--- config.mk ---
export PLATFORM = sky130hd
export DESIGN_NAME = sfcf_front
export DESIGN_NICKNAME = d
export VERILOG_FILES = /design/src/logic/sfcf_sync.v /design/src/logic/sfcf_front.v
export VERILOG_INCLUDE_DIRS = /design/src /design/src/logic
export SDC_FILE = /design/constraint.sdc
export NUM_CORES = 1
export LEC_CHECK = 0
export ABC_AREA = 0
export BUFFER_PORTS_ARGS = -buffer_cell sky130_fd_sc_hd__buf_2
export CAP_MARGIN = 20
export CORE_MARGIN = 8
export CORE_UTILIZATION = 45
export CTS_CLUSTER_SIZE = 14
export DETAILED_ROUTE_END_ITERATION = 10
export HOLD_SLACK_MARGIN = 0.1
export PLACE_DENSITY_LB_ADDON = 0.1
export REMOVE_ABC_BUFFERS = 1
export SYNTH_ARGS = -nofsm -noshare
export SYNTH_HDL_FRONTEND = slang
export SYNTH_SLANG_ARGS = --single-unit
--- constraint.sdc ---
create_clock -name clk -period 2.4 [get_ports clk]
set_input_delay 0.48 -clock clk [delete_from_list [all_inputs] [get_ports clk]]
set_output_delay 0.48 -clock clk [all_outputs]
set_load 0.05 [all_outputs]
--- src/logic/sfcf_map.vh ---
`ifndef SFCF_MAP_VH
`define SFCF_MAP_VH
// ----------------------------------------
// serial frame layout, 528-byte page size
// ----------------------------------------
`define SFCF_OPCODE_BITS 8
`define SFCF_ADDR_BITS 24
`define SFCF_RSVD_BITS 2
`define SFCF_PAGE_BITS 12
`define SFCF_BYTE_BITS 10
`define SFCF_PAGE_LSB 10
`define SFCF_BYTE_LSB 0
`define SFCF_FRAME_BITS 32
// ----------------------------------------
// clock and power-up timing
// ----------------------------------------
`define SFCF_CLK_MHZ 125
`define SFCF_SUPPLY_TO_SELECT_WAIT_US 70
`define SFCF_POWER_UP_WRITE_WAIT_MS 20
// ----------------------------------------
// reset values and power state codes
// ----------------------------------------
`define SFCF_MODE_RESET 1'b1
`define SFCF_PWR_STANDBY 2'h0
`define SFCF_PWR_ACTIVE 2'h1
`define SFCF_PWR_DEEP 2'h2
`endif

--- src/logic/sfcf_sync.v ---
`timescale 1ns/1ps
`default_nettype none
// ----------------------------------------
// two-flop synchroniser, one per bit
// ----------------------------------------
module sfcf_sync
#(
	parameter WIDTH = 3,
	parameter [WIDTH-1:0] INIT = {WIDTH{1'b1}}
)
(
	input wire clk,
	input wire rst_n,
	input wire [WIDTH-1:0] async_in,
	output wire [WIDTH-1:0] sync_out
);
	reg [WIDTH-1:0] meta_q;
	reg [WIDTH-1:0] sync_q;
	genvar i;
	// each bit gets its own pair of flops
	generate
		for (i = 0; i < WIDTH; i = i + 1)
		begin : g_bit
			always @(posedge clk or negedge rst_n)
			begin
				if (!rst_n)
				begin
					meta_q[i] <= INIT[i];
					sync_q[i] <= INIT[i];
				end
				else
				begin
					meta_q[i] <= async_in[i];
					sync_q[i] <= meta_q[i];
				end
			end
		end
	endgenerate
	assign sync_out = sync_q;
endmodule // sfcf_sync
`default_nettype wire

--- src/logic/sfcf_front.v ---
`timescale 1ns/1ps
`default_nettype none
`include "sfcf_map.vh"
module sfcf_front
#(
	parameter CLK_MHZ = `SFCF_CLK_MHZ,
	parameter WRITE_WAIT_CYCLES = `SFCF_POWER_UP_WRITE_WAIT_MS * 1000 * CLK_MHZ,
	parameter SELECT_WAIT_CYCLES = `SFCF_SUPPLY_TO_SELECT_WAIT_US * CLK_MHZ
)
(
	input wire clk,
	input wire rst_n,
	input wire cs_n,
	input wire sck,
	input wire si,
	input wire so_data,
	input wire so_data_valid,
	output reg so_out,
	output reg so_oe_n,
	output reg mode3_q,
	output reg [7:0] opcode_q,
	output reg [`SFCF_PAGE_BITS-1:0] page_addr_q,
	output reg [`SFCF_BYTE_BITS-1:0] byte_addr_q,
	output reg addr_valid_q,
	output reg cmd_valid_q,
	output reg write_allowed_q,
	output reg select_wait_done_q,
	output reg [1:0] power_state_q
);
	// ----------------------------------------
	// pin synchronisation
	// ----------------------------------------
	wire [2:0] pins_s;
	wire cs_n_s;
	wire sck_s;
	wire si_s;
	sfcf_sync #(.WIDTH(3), .INIT(3'h7)) u_sync
	(
		.clk(clk),
		.rst_n(rst_n),
		.async_in({cs_n, sck, si}),
		.sync_out(pins_s)
	);
	assign cs_n_s = pins_s[2];
	assign sck_s = pins_s[1];
	assign si_s = pins_s[0];

	// ----------------------------------------
	// edge detection
	// ----------------------------------------
	reg cs_n_d1_q;
	reg sck_d1_q;
	wire cs_fall;
	wire sck_rise;
	wire sck_fall;
	// history flops start at the pins' idle-high level, like the synchroniser
	always @(posedge clk or negedge rst_n)
	begin
		if (!rst_n)
		begin
			cs_n_d1_q <= 1'b1;
			sck_d1_q <= 1'b1;
		end
		else
		begin
			cs_n_d1_q <= cs_n_s;
			sck_d1_q <= sck_s;
		end
	end

	// ----------------------------------------
	// select qualification after reset
	// ----------------------------------------
	// the synchroniser starts idle-high, so a select pin held low through
	// reset would look like a fresh fall once the pipe fills; a frame may
	// only begin after the pin has really been seen high since release
	reg [1:0] settle_q;
	reg cs_idle_seen_q;
	always @(posedge clk or negedge rst_n)
	begin
		if (!rst_n)
		begin
			settle_q <= 2'h0;
			cs_idle_seen_q <= 1'b0;
		end
		else
		begin
			// two edges until the synchronised pin is the real pin
			if (settle_q != 2'h2)
				settle_q <= settle_q + 2'h1;
			else if (cs_n_s)
				cs_idle_seen_q <= 1'b1;
		end
	end
	// a fall counts only once the pin was idle; no cost in normal use
	assign cs_fall = cs_idle_seen_q & cs_n_d1_q & ~cs_n_s;
	assign sck_rise = ~sck_d1_q & sck_s;
	assign sck_fall = sck_d1_q & ~sck_s;

	// ----------------------------------------
	// power-up timers
	// ----------------------------------------
	localparam CW = 32;
	reg [CW-1:0] wr_cnt_q;
	reg [CW-1:0] sel_cnt_q;
	// counts start at reset release; write gate opens at the end
	always @(posedge clk or negedge rst_n)
	begin
		if (!rst_n)
		begin
			wr_cnt_q <= {CW{1'b0}};
			sel_cnt_q <= {CW{1'b0}};
			write_allowed_q <= 1'b0;
			select_wait_done_q <= 1'b0;
		end
		else
		begin
			if (!write_allowed_q)
				wr_cnt_q <= wr_cnt_q + 32'h1;
			if (wr_cnt_q >= WRITE_WAIT_CYCLES[CW-1:0] - 32'h1)
				write_allowed_q <= 1'b1;
			if (!select_wait_done_q)
				sel_cnt_q <= sel_cnt_q + 32'h1;
			// status only: the host owns this wait
			if (sel_cnt_q >= SELECT_WAIT_CYCLES[CW-1:0] - 32'h1)
				select_wait_done_q <= 1'b1;
		end
	end

	// ----------------------------------------
	// frame shifter
	// ----------------------------------------
	reg armed_q;
	reg [5:0] bit_cnt_q;
	reg [`SFCF_FRAME_BITS-1:0] shift_q;
	wire sample_edge;
	wire shift_edge;
	wire [`SFCF_FRAME_BITS-1:0] shift_d;
	// both modes sample on the rising clock edge
	assign sample_edge = sck_rise;
	assign shift_edge = sck_fall;
	assign shift_d = {shift_q[`SFCF_FRAME_BITS-2:0], si_s};

	// frame state; reset itself blocks everything while held
	always @(posedge clk or negedge rst_n)
	begin
		if (!rst_n)
		begin
			armed_q <= 1'b0;
			mode3_q <= `SFCF_MODE_RESET;
			bit_cnt_q <= 6'h0;
			shift_q <= {`SFCF_FRAME_BITS{1'b0}};
			opcode_q <= 8'h0;
			page_addr_q <= {`SFCF_PAGE_BITS{1'b0}};
			byte_addr_q <= {`SFCF_BYTE_BITS{1'b0}};
			addr_valid_q <= 1'b0;
			cmd_valid_q <= 1'b0;
		end
		else
		begin
			cmd_valid_q <= 1'b0;
			if (cs_fall)
			begin
				armed_q <= 1'b1;
				mode3_q <= sck_s;
				bit_cnt_q <= 6'h0;
				addr_valid_q <= 1'b0;
			end
			else if (cs_n_s)
			begin
				armed_q <= 1'b0;
			end
			else if (armed_q && sample_edge && bit_cnt_q < 6'd32)
			begin
				shift_q <= shift_d;
				bit_cnt_q <= bit_cnt_q + 6'h1;
				if (bit_cnt_q == 6'd7)
				begin
					opcode_q <= shift_d[7:0];
					cmd_valid_q <= 1'b1;
				end
				if (bit_cnt_q == 6'd31)
				begin
					// reserved top bits dropped
					page_addr_q <= shift_d[`SFCF_PAGE_LSB+`SFCF_PAGE_BITS-1:`SFCF_PAGE_LSB];
					byte_addr_q <= shift_d[`SFCF_BYTE_LSB+`SFCF_BYTE_BITS-1:`SFCF_BYTE_LSB];
					addr_valid_q <= 1'b1;
				end
			end
		end
	end

	// ----------------------------------------
	// output pin and power state
	// ----------------------------------------
	// drive only for read data within a live frame, change on falling edge
	always @(posedge clk or negedge rst_n)
	begin
		if (!rst_n)
		begin
			so_out <= 1'b0;
			so_oe_n <= 1'b1;
			power_state_q <= `SFCF_PWR_STANDBY;
		end
		else
		begin
			if (cs_n_s || !armed_q || !so_data_valid)
				so_oe_n <= 1'b1;
			else if (shift_edge)
			begin
				so_oe_n <= 1'b0;
				so_out <= so_data;
			end
			power_state_q <= (armed_q && !cs_n_s) ? `SFCF_PWR_ACTIVE : `SFCF_PWR_STANDBY;
		end
	end
endmodule // sfcf_front
`default_nettype wire

## After elaboration in Yosys (flattened, before gate mapping)

Cells that the tools add are included.
W data, S select, Z words.

| word-level totals | value |
|---|---|
| register bits after elaboration | 141 |
| input bits | 7 |
| output and inout port bits | 39 |
| word-level logic and storage cells | 82 |

| cells by class | value |
|---|---|
| add/sub/neg operators | 4 |
| magnitude comparators | 3 |
| eq/ne operators | 4 |
| mux-type cells | 16 |
| bitwise operators | 10 |
| reduce and logical (&&, ||, !) cells | 19 |

Operators by type and width:

| operator | number |
|---|---|
| $add A32 B1 Y32 const B | 2 |
| $ge A32 B14 Y1 const B | 1 |
| $ge A32 B22 Y1 const B | 1 |
| $mux W6 | 3 |
| $mux W1 | 13 |
| $reduce_and A4 Y1 | 2 |
| $reduce_bool A2 Y1 | 4 |
| $add A6 B1 Y6 const B | 1 |
| $eq A6 B3 Y1 const B | 1 |
| $eq A6 B5 Y1 const B | 1 |
| $lt A6 B6 Y1 const B | 1 |
| $not A1 Y1 | 6 |
| $reduce_and A2 Y1 | 3 |
| $reduce_and A3 Y1 | 2 |
| $and A1 B1 Y1 | 4 |
| $ne A2 B2 Y1 const B | 2 |
| $logic_and A1 B1 Y1 | 3 |
| $logic_not A1 Y1 | 3 |
| $add A2 B1 Y2 const B | 1 |
| $logic_or A1 B1 Y1 | 2 |

## Longest topological paths before layout

Gate-level depths: netlist of run 1.

| logic depth | value |
|---|---|
| depth after elaboration | 7 |
| gate-level depth with buffers | 7 |
| mapped depth without buffers | 7 |

## By module

A second synthesis of run 1 with hierarchy kept.

| unflattened totals | value |
|---|---|
| cell total of the unflattened synthesis | 469 |
| area, all modules | 5909.4 µm² |

By module, submodules not included:

| module | instances | cells each | area an instance (µm²) | seq. area each (µm²) |
|---|---|---|---|---|
| sfcf_front | 1 | 463 | 5751.8 | 3383.2 |
| sfcf_sync | 1 | 6 | 157.7 | 157.7 |

## Worst setup path before layout of run 1

OpenSTA, ideal clock, no wires.

| timing | value |
|---|---|
| path kind | reg-to-reg |
| start | reg select_wait_done_q |
| end | reg sel_cnt_q[19] |
| setup time | 0.123 ns |
| data arrival time | 1.881 ns |
| required time | 2.277 ns |
| path slack | 0.396 ns |
| stages on the path, launching flop included | 7 |
| clock period less this slack | 2.004 ns |
| cells stage by stage | dfrtp_1 > clkbuf_1 > and3b_1 > nand3_1 > nor3_1 > nand3_1 > xnor2_1 |

RTL lines:

| element | line | RTL |
|---|---|---|
| from (decl) | sfcf_front.v:27 | `output reg select_wait_done_q,` |
| from (signal assigned) | sfcf_front.v:114 | `select_wait_done_q <= 1'b0;` |
| from (signal assigned) | sfcf_front.v:126 | `select_wait_done_q <= 1'b1;` |
| to (signal assigned) | sfcf_front.v:112 | `sel_cnt_q <= {CW{1'b0}};` |
| to (signal assigned) | sfcf_front.v:123 | `sel_cnt_q <= sel_cnt_q + 32'h1;` |
| to (decl) | sfcf_front.v:105 | `reg [CW-1:0] sel_cnt_q;` |

## Worst setup path after layout of run 1

| timing | value |
|---|---|
| start | reg u_sync.sync_q[1] (netlist: u_sync.sync_out[1]) |
| end | reg byte_addr_q[6] |

| on the way | value |
|---|---|
| cells in the longest elaborated chain, start to end | 4 |

Ends and longest elaborated chain:

| element | line | RTL |
|---|---|---|
| from (decl) | sfcf_sync.v:18 | `reg [WIDTH-1:0] sync_q;` |
| from (signal, indexed assignment) | sfcf_sync.v:29 | `sync_q[i] <= INIT[i];` |
| from (signal, indexed assignment) | sfcf_sync.v:34 | `sync_q[i] <= meta_q[i];` |
| $and A1 B1 Y1 | sfcf_front.v:97 | `assign sck_rise = ~sck_d1_q & sck_s;` |
| $logic_and A1 B1 Y1 (2 in a row) | sfcf_front.v:173 | `else if (armed_q && sample_edge && bit_cnt_q < 6'd32)` |
| $reduce_and A4 Y1 (no line) | -- |  |
| to (signal assigned) | sfcf_front.v:155 | `` byte_addr_q <= {`SFCF_BYTE_BITS{1'b0}}; `` |
| to (signal assigned) | sfcf_front.v:186 | `` byte_addr_q <= shift_d[`SFCF_BYTE_LSB+`SFCF_BYTE_BITS-1:`SFCF_BYTE_LSB]; `` |
| to (decl) | sfcf_front.v:23 | `` output reg [`SFCF_BYTE_BITS-1:0] byte_addr_q, `` |

No other way between the ends.
A chain may end at the register's enable or synchronous reset.

==> results of run 1 <==
## flip-flops by register name, indices dropped and copies added (netlist names), 3 cells and up
name and count:
sel_cnt_q 32, page_addr_q 12, byte_addr_q 10, shift_q 21
wr_cnt_q 32, u_sync.meta_q 3, u_sync.sync_out 3, opcode_q 8
bit_cnt_q 6
## power groups by stage
stage	Sequential [mW]	Combinational (mW)	Clock (mW)
detailed placement	2.48	0.141	0
finish	2.43	0.137	2.53
CTS	2.43	0.143	2.60
global route	2.44	0.154	2.70
global placement	2.47	0.139	0
floorplan	2.50	0.0341	0
## routing by layer
metal  wire (um)  global-route usage  vias to the layer above
met5           0                   0                        -
met4         197              0.0628                        0
met3         497              0.0394                       18
met2        4750               0.205                       60
met1        5230               0.178                     1819
li1            -                   -                     1769
## how the worst max path moves through the flow
stage                                   from              to  slack (ps)  cells past startpoint
after floorplan           u_sync.sync_out[1]  byte_addr_q[0]        -220                      5
after global placement    u_sync.sync_out[1]     opcode_q[4]         410                      6
after detailed placement  u_sync.sync_out[1]     opcode_q[6]         370                      6
after CTS                 u_sync.sync_out[1]     opcode_q[6]         370                      6
after global routing            sel_cnt_q[0]   sel_cnt_q[20]         240                      6
final                     u_sync.sync_out[1]  byte_addr_q[6]         370                      6
## stage by stage
stage	utilization	total power, mW	hold WS, ps	instances	area (sq um)
floorplan	-	2.53	184	454	5880
global placement	0.490	2.61	346	683	6420
detailed placement	0.490	2.62	347	683	6420
CTS	0.535	5.18	144	716	7000
global route	0.535	5.29	138	716	7000
finish	0.535	5.10	162	716	7000
## cell usage after synthesis (2+ instances only)
library cell  number
a211o_1            2
a21oi_1            2
a31oi_1            2
and2_1             5
and3_1            10
and3b_1            2
and4_1             6
and4b_1            2
buf_2              2
buf_4              3
clkbuf_1           6
dfrtp_1          131
dfstp_2           10
ha_1               6
inv_1              7
mux2_2            55
nand2_1           32
nand2b_1           4
nand3_1           28
nand3b_1           4
nand4_1           20
nor2_1            16
nor2b_1            4
nor3_1             8
nor4_1             9
nor4b_1            2
o21ai_0            7
xnor2_1           53
xor2_1            13
## cell families after synthesis
kind of cell	after synthesis	share of synthesized area
flip-flops	141	0.596
buffers and inverters	20	0.0162
adder cells (fa/ha/maj)	6	0.0126
other	1	0.000631
multiplexers	55	0.104
AO/OA/AOI/OAI	17	0.0181
XOR/XNOR	66	0.0972
AND/OR/NAND/NOR	161	0.156
## worst max-delay path, cell delays in order, from the launching register on
cell     delay, ps
dfstp_2        550
nor3b_2        290
and4_4         300
nand2_4         60
nor2_2         160
buf_12         190
mux2_2         350
## cell type report
class                   count  share of cell area
flip-flops and latches    141               0.506
inverters                   7             0.00375
clock inverters            14              0.0207
repair buffers             54              0.0470
well taps                 176              0.0315
multi-input cells         306               0.330
clock buffers              18              0.0613
==> impl_metrics.env, run 1 <==
export IMPL_track_usage=0.136
export IMPL_die_y_um=131
export IMPL_power_density_mw_per_mm2=728
export IMPL_status="finished clean"
export IMPL_num_nets_final=540
export IMPL_worstSetupStartpointType="register"
export IMPL_p_sw_mw=1.12
export IMPL_clk_pin_slew_ps=60
export IMPL_max_freq_mhz=494
export IMPL_dr_pass1_iters=4
export IMPL_postSynthAreaPerCell_sq_um=12.7
export IMPL_p_leak_nw=3.34
export IMPL_tns_ps=0
export IMPL_fin_crit_ps=2030
export IMPL_regArea_sq_mm=0.00354
export IMPL_maxSlewViolCount=0
export IMPL_core_area_sq_mm=0.0131
export IMPL_htree_levels=4
export IMPL_portBuffers=44
export IMPL_wl_per_cell_um=14.9
export IMPL_postCtsSetupRepairBufs=0
export IMPL_synth_top_area_share=0.551
export IMPL_grt_max_degree=56
export IMPL_peakVddDrop_uv=543
export IMPL_multi_input_area_sq_mm=0.00231
export IMPL_cts_tree="yes"
export IMPL_postSynthCellCount=467
export IMPL_yosys_warnings=0
export IMPL_overflow=0
export IMPL_power_frac_clock=0.496
export IMPL_p_comb_frac=0.027
export IMPL_synthTopCellsByArea="dfrtp_1, mux2_2, xnor2_1, dfstp_2, nand3_1"
export IMPL_r2r_end="byte_addr_q[6]"
export IMPL_detail_route_wirelength_um=10700
export IMPL_setup_viol=0
export IMPL_crit_type="register to register"
export IMPL_area_delta_synth_final_pct=17.8
export IMPL_clock_skew_ps=6.70
export IMPL_fillCellCount=1131
export IMPL_place_worst_setup_slack_ps=371
export IMPL_worstSkewPairLatency_ps=410
export IMPL_min_from="sck"
export IMPL_grt_pass1_vias=3668
export IMPL_synth_main_ff_cell="dfrtp_1"
export IMPL_mostFrequentLayoutCells="dfrtp_1, mux2_2, xnor2_1"
export IMPL_intPower_mw=3.98
export IMPL_antenna_found_initial=0
export IMPL_ys_types=45
export IMPL_synth_async_reset_ratio=1.00
export IMPL_maxCapViolations=0
export IMPL_path_max_fanout=22
export IMPL_start_util=0.454
export IMPL_p_seq_frac=0.477
export IMPL_cts_resized=0
export IMPL_worst_pin_slew_ps=696
export IMPL_cts_root_buf="clkbuf_16"
export IMPL_setup_ws_ps=374
export IMPL_synth_seq_cells=141
export IMPL_diodes=0
export IMPL_drt_iter0_drc=171
export IMPL_switching_share=0.219
export IMPL_r2r_cells=6
export IMPL_dieArea_sq_mm=0.0171
export IMPL_rsz0062_at_grt="false"
export IMPL_clockBufferDepth=2
export IMPL_yosysTopAreaCell="dfrtp_1"
export IMPL_hold_viol=0
export IMPL_vias=3666
export IMPL_die_w_um=131
export IMPL_drive_gt1_frac=0.291
export IMPL_ff2ff_setup_slack_ps=370
export IMPL_drtAntennaViolNets=0
export IMPL_worstPathRequired_ps=2700
export IMPL_hold_path_class="primary input to register"
export IMPL_reg2reg_from="u_sync.sync_out[1]"
export IMPL_vias_per_cell=5.12
export IMPL_io_pins=46
export IMPL_synth_edf_count=0
export IMPL_relSlewSlack=0.524
export IMPL_drt_drc_violations_left=0
export IMPL_arrival_ps=2320
export IMPL_syn_cell_area_sq_mm=0.00595
export IMPL_cts_made_buffers=17
export IMPL_crit_path_end_kind="register"
export IMPL_fin_crit_sh=0.844
export IMPL_grt_pass1_wl_um=18000
export IMPL_ys_seq_area_frac=0.596
export IMPL_hold_depth=1
export IMPL_globalplace_congestion=0.765
export IMPL_cts_hold_fix_buffers=1
export IMPL_hold_end="u_sync.meta_q[1]"
export IMPL_cts_sinks=141
export IMPL_num_rows=42
export IMPL_hpwl_um=7360
export IMPL_final_common_cell="dfrtp_1"
Power figures use the tool's default switching activity.
==> run 2: changes to the inputs <==
--- a/config.mk
+++ b/config.mk
@@ -6,7 +6,7 @@
 export SDC_FILE = /design/constraint.sdc
 export NUM_CORES = 1
 export LEC_CHECK = 0
-export ABC_AREA = 0
+export ABC_AREA = 1
 export BUFFER_PORTS_ARGS = -buffer_cell sky130_fd_sc_hd__buf_2
 export CAP_MARGIN = 20
 export CORE_MARGIN = 8
==> constraint.sdc (replaced) <==
create_clock -name clk -period 1.8 [get_ports clk]
set_input_delay 0.36 -clock clk [delete_from_list [all_inputs] [get_ports clk]]
set_output_delay 0.36 -clock clk [all_outputs]
set_load 0.05 [all_outputs]
==> impl_metrics.env, run 2 <==
export IMPL_status="finished clean"
export IMPL_clockBufferDepth=2
export IMPL_yosys_warnings=0
export IMPL_cts_sinks=141
export IMPL_antenna_found_initial=0
export IMPL_cp_common_cell="nand2_1"
export IMPL_post_route_util=0.528
export IMPL_path_max_fanout=17
export IMPL_final_common_cell="nand2_1"
export IMPL_grt_busiest_layer="met2"
export IMPL_cpLargestDelayFamily="simple AND/OR/NAND/NOR gates"
export IMPL_num_nets_final=896
export IMPL_crit_path_end_kind="register"
export IMPL_min_from="so_data"
export IMPL_critical_path_buf_inv_count=0
export IMPL_synth_async_reset_ratio=1.00
export IMPL_cts_made_buffers=17
export IMPL_synth_main_ff_cell="dfrtp_1"
export IMPL_power_density_mw_per_mm2=851
export IMPL_yosysTopAreaCell="dfrtp_1"
export IMPL_globalplace_congestion=0.875
export IMPL_diodes=0
export IMPL_dp_cells=1048
export IMPL_ys_seq_area_frac=0.521
export IMPL_syn_cell_area_sq_mm=0.00680
export IMPL_gr_usage_met1=0.211
export IMPL_drtAntennaViolNets=0
export IMPL_area_delta_synth_final_pct=16.3
export IMPL_drive_gt1_frac=0.143
export IMPL_synth_commonest_cells="nand2_1, dfrtp_1, inv_1"
export IMPL_io_pins=46
export IMPL_fin_crit_sh=0.906
export IMPL_start_util=0.454
export IMPL_r2r_cells=6
export IMPL_timing_critical_path_slowest_cell_delay_ps=420
export IMPL_grt_max_degree=45
export IMPL_setup_viol=0
export IMPL_wl_per_cell_um=13.1
export IMPL_dieArea_sq_mm=0.0193
export IMPL_tns_ps=0
export IMPL_worstSkewPairLatency_ps=410
export IMPL_track_usage=0.157
export IMPL_synthTopCellsByArea="dfrtp_1, nand2_1, inv_1, nor2_1, nand3_1"
export IMPL_p_leak_nw=3.95
export IMPL_rsz0062_at_grt="false"
export IMPL_num_rows=45
export IMPL_hpwl_um=10300
export IMPL_post_synth_top_count_cell="nand2_1"
export IMPL_vias=5413
export IMPL_drt_drc_violations_left=0
export IMPL_hold_path_class="primary input to register"
export IMPL_clk_pin_slew_ps=60
export IMPL_cp_slowest_cell="dfrtp_1"
export IMPL_overflow=0
export IMPL_grt_pass1_wl_um=25200
export IMPL_maxSlewViolCount=0
export IMPL_dr_pass1_iters=6
export IMPL_largestRegisters="sel_cnt_q: 32 flops, wr_cnt_q: 32 flops, shift_q: 21 flops"
export IMPL_synth_edf_count=0
export IMPL_die_w_um=139
export IMPL_die_y_um=139
export IMPL_grt_pass1_vias=5291
export IMPL_grt_util_met2=0.242
export IMPL_postSynthCellCount=818
export IMPL_max_freq_mhz=613
export IMPL_peakVddDrop_uv=648
export IMPL_drt_iter0_drc=333
export IMPL_met3_usage=0.0406
export IMPL_ff2ff_setup_slack_ps=170
export IMPL_synth_top_area_share=0.482
export IMPL_vias_per_cell=4.99
export IMPL_ys_types=37
export IMPL_hold_viol=0
export IMPL_worstPathRequired_ps=2100
export IMPL_maxCapViolations=0
export IMPL_arrival_ps=1930
export IMPL_crit_type="register to register"
export IMPL_clock_skew_ps=8.02
export IMPL_worstPathCellList="ha_1, nand2_1, nor4_1, nand2_4, nand2_1, o21ai_2"
export IMPL_core_area_sq_mm=0.0150
export IMPL_final_cells=1084
export IMPL_reg2reg_from="bit_cnt_q[0]"
export IMPL_cts_resized=0
export IMPL_hold_depth=2
export IMPL_cts_root_buf="clkbuf_16"
export IMPL_synth_seq_cells=141
export IMPL_htree_levels=4
export IMPL_setup_ws_ps=169
export IMPL_hold_end="so_out"
export IMPL_worstSetupStartpointType="register"
export IMPL_mostFrequentLayoutCells="nand2_1, dfrtp_1, inv_1"
export IMPL_detail_route_wirelength_um=14200
export IMPL_cts_tree="yes"
export IMPL_postCtsSetupRepairBufs=0
export IMPL_fin_crit_ps=1630
export IMPL_portBuffers=44
export IMPL_r2r_end="opcode_q[2]"
export IMPL_postSynthAreaPerCell_sq_um=8.31
export IMPL_place_worst_setup_slack_ps=211
==> run 2: cell count changes in the layout (fill, tap and decap cells not counted), moves of 8 or more <==
cell / previous run / this run
and3_1: 10 / 1
inv_1: 7 / 113
mux2_2: 55 / 1
nand2_1: 32 / 224
nand3_1: 28 / 55
nor2_1: 15 / 87
o21ai_0: 7 / 35
o21ai_1: 0 / 22
o21ai_2: 0 / 8
xnor2_1: 53 / 17
==> run 2: metal layers <==
| layer | share of wire | up-vias | wire, um |
|---|---|---|---|
| met5 | 0 | - | 0 |
| met4 | 0.011 | 0 | 161 |
| met3 | 0.048 | 16 | 679 |
| met2 | 0.45 | 132 | 6430 |
| met1 | 0.49 | 2556 | 6940 |
| li1 | - | 2709 | - |
==> run 2: worst max-delay path by stage <==
stage | slack (ps) | depth (start not counted) | startpoint | endpoint
floorplan | -4 | 6 | u_sync.sync_out[2] | byte_addr_q[0]
global placement | 260 | 6 | bit_cnt_q[0] | opcode_q[7]
detailed placement | 210 | 6 | bit_cnt_q[0] | opcode_q[7]
CTS | 160 | 6 | bit_cnt_q[0] | opcode_q[2]
global route | 30 | 6 | bit_cnt_q[0] | opcode_q[7]
finish | 170 | 6 | bit_cnt_q[0] | opcode_q[2]
==> run 2: cell type report <==
type / count / area [sq um]
Fill cell: 1418 / 7070
Timing Repair Buffer: 60 / 394
Clock buffer: 19 / 433
Clock inverter: 13 / 120
Tap cell: 188 / 235
Sequential cell: 141 / 3540
Multi-Input combinational cell: 548 / 2750
Inverter: 115 / 432
==> run 2: where the power goes <==
part           leakage (nW)  switching [mW]  total [mW]  internal (mW)
sequential             1.89          0.0252        3.25           3.22
combinational          1.79           0.166       0.219         0.0533
clock                 0.263            1.36        3.26           1.90
total                  3.95            1.55        6.73           5.18
==> run 2: stage by stage <==
step,power (mW),hold WS [ps],instance area (sq um)
floorplan,3.40,64.4,6730
global placement,3.52,305,7310
detailed placement,3.53,312,7310
CTS,6.83,152,7910
global route,6.98,156,7910
finish,6.73,170,7910
==> run 2: kinds of logic (layout without fill, tap and decap cells) <==
logic type      after synthesis  in the layout  synth area share
flops                       141            141             0.521
simple gates                432            432             0.287
mux                           1              1           0.00166
compound gates               72             72            0.0585
xor+xnor                     36             36            0.0464
fa+ha+maj                     6              6            0.0110
other cells                   1              1          0.000551
buf+inv                     129            207            0.0745
==> run 2: timing repair <==
| action | CTS | global route |
|---|---|---|
| endpoints found under the hold margin | 36 | 0 |
| hold buffers | 4 | 0 |
| endpoints found under the setup margin | 0 | 0 |
==> run 3: changes to the inputs <==
==> constraint.sdc (replaced) <==
create_clock -name clk -period 1.4 [get_ports clk]
set_input_delay 0.28 -clock clk [delete_from_list [all_inputs] [get_ports clk]]
set_output_delay 0.28 -clock clk [all_outputs]
set_load 0.05 [all_outputs]
==> impl_metrics.env, run 3 (synthesis results as in run 2) <==
export IMPL_vias=5745
export IMPL_track_usage=0.164
export IMPL_area_delta_synth_final_pct=37.3
export IMPL_worstSkewPairLatency_ps=420
export IMPL_clockBufferDepth=2
export IMPL_p_seq_frac=0.462
export IMPL_maxSlewViolCount=0
export IMPL_diodes=0
export IMPL_hold_path_class="primary input to register"
export IMPL_portBuffers=44
export IMPL_timing_critical_path_slowest_cell_delay_ps=390
export IMPL_drtAntennaViolNets=0
export IMPL_rsz0062_at_grt="true"
export IMPL_htree_levels=4
export IMPL_grt_pass1_wl_um=26100
export IMPL_detail_route_wirelength_um=16500
export IMPL_cp_slowest_cell="dfrtp_1"
export IMPL_fin_crit_ps=1440
export IMPL_whs_ps=144
export IMPL_overflow=0
export IMPL_cts_sinks=141
export IMPL_p_comb_frac=0.042
export IMPL_dieArea_sq_mm=0.0193
export IMPL_peakVddDrop_uv=867
export IMPL_tns_ps=-178
export IMPL_globalplace_congestion=0.865
export IMPL_antenna_found_initial=0
export IMPL_status="finished, violations left"
export IMPL_die_w_um=139
export IMPL_p_sw_mw=2.13
export IMPL_crit_path_end_kind="register"
export IMPL_grt_pass1_vias=5497
export IMPL_worstPathCellList="ha_2, inv_2, nor2_2, nand3_2, buf_6, nor2_4, nand2_2, xor2_1"
export IMPL_grt_max_degree=43
export IMPL_cts_root_buf="clkbuf_16"
export IMPL_maxCapViolations=0
export IMPL_vias_per_cell=4.94
export IMPL_largestRegisters="sel_cnt_q: 32 flops, wr_cnt_q: 32 flops, shift_q: 21 flops"
export IMPL_violations="setup timing"
export IMPL_drt_drc_violations_left=0
export IMPL_setup_viol=21
export IMPL_intPower_mw=6.92
export IMPL_worstPathRequired_ps=1700
export IMPL_final_common_cell="nand2_1"
export IMPL_dr_pass1_iters=5
export IMPL_core_area_sq_mm=0.0150
export IMPL_drt_iter0_drc=366
export IMPL_wl_per_cell_um=14.2
export IMPL_drive_gt1_frac=0.333
export IMPL_clock_skew_ps=7.59
export IMPL_power_density_mw_per_mm2=969
export IMPL_crit_type="register to register"
export IMPL_p_leak_nw=4.53
export IMPL_final_cells=1164
export IMPL_hpwl_um=10700
export IMPL_path_max_fanout=4
export IMPL_max_freq_mhz=696
export IMPL_hold_viol=0
export IMPL_dp_cells=1093
export IMPL_switching_share=0.235
export IMPL_die_y_um=139
export IMPL_place_worst_setup_slack_ps=-71.0
export IMPL_power_frac_clock=0.496
export IMPL_setup_ws_ps=-36.4
export IMPL_mostFrequentLayoutCells="nand2_1, dfrtp_1, inv_1"
export IMPL_num_rows=45
export IMPL_cts_made_buffers=17
export IMPL_io_pins=46
export IMPL_arrival_ps=1740
export IMPL_clk_pin_slew_ps=60
export IMPL_fin_crit_sh=1.03
export IMPL_num_nets_final=976
export IMPL_start_util=0.454
export IMPL_worstSetupStartpointType="register"
export IMPL_cts_tree="yes"
run 3: changes by cell type in the layout (fill, tap and decap cells not counted), moves of 11 or more:
cell / previous run / this run
buf_4: 9 / 63
buf_6: 1 / 14
nand2_1: 224 / 186
nand2_2: 0 / 31
nand3_1: 55 / 44
nor2_1: 87 / 52
nor2_2: 6 / 24
nor2_4: 4 / 21
o21ai_0: 35 / 19
run 3: routing by layer:
| layer | vias up | wire, um | share of wire | global-route usage |
|---|---|---|---|---|
| li1 | 2889 | - | - | - |
| met3 | 22 | 675 | 0.041 | 0.0382 |
| met4 | 0 | 249 | 0.015 | 0.0630 |
| met1 | 2714 | 7570 | 0.46 | 0.217 |
| met5 | - | 0 | 0 | 0 |
| met2 | 120 | 8030 | 0.49 | 0.255 |
run 3: worst paths after layout:
kind / start / to / slack [ps] / cells after the start
max: sel_cnt_q[0] / sel_cnt_q[26] / -40 / 8
min reg2reg: u_sync.meta_q[2] / u_sync.sync_out[2] / 360 / 0
min in group asynchronous: rst_n / power_state_q[0] / 350 / 2
max reg2reg: sel_cnt_q[0] / sel_cnt_q[26] / -40 / 8
min: so_data_valid / so_oe_n / 140 / 4
max in group asynchronous: rst_n / page_addr_q[10] / 520 / 3
run 3: cell type report:
type                       count  area [sq um]
clock buffer                  17           425
clock inverter                15           160
fill                        1263          5640
inverter                     115           437
multi-input combinational    548          3280
sequential                   141          3550
tap                          188           235
timing repair buffer         140          1250
run 3: stage by stage:
step,total power [mW],utilization,instance area [sq um]
3_5_place_dp,4.56,0.514,7700
5_1_grt,9.36,0.623,9340
6_report,9.05,0.623,9340
4_1_cts,9.10,0.574,8590
3_3_place_gp,4.55,0.514,7700
2_1_floorplan,4.37,-,6730
run 3: power groups by stage:
| stage | Clock, mW | Sequential [mW] | Combinational (mW) |
|---|---|---|---|
| 2_1_floorplan | 0 | 4.29 | 0.0816 |
| 3_3_place_gp | 0 | 4.24 | 0.308 |
| 3_5_place_dp | 0 | 4.25 | 0.312 |
| 4_1_cts | 4.58 | 4.18 | 0.343 |
| 5_1_grt | 4.75 | 4.18 | 0.428 |
| 6_report | 4.49 | 4.18 | 0.384 |
run 3: worst max-delay path, delay by kind of cell, from the launching register on:
kind                       cells  cell delay [ps]
xor gates and xnor gates       1              140
adders and majority gates      1              220
buffers and inverters          2              180
DFF                            1              390
and+or+nand+nor                4              400
run 3: what timing repair did:
item                                   CTS  global route
setup buffers                            6            20
resized for setup                       60           135
endpoints found under the hold margin   36             0
hold buffers                             5             0
cloned                                   0             8
setup endpoints to repair               60           101
pin swaps                                9            28
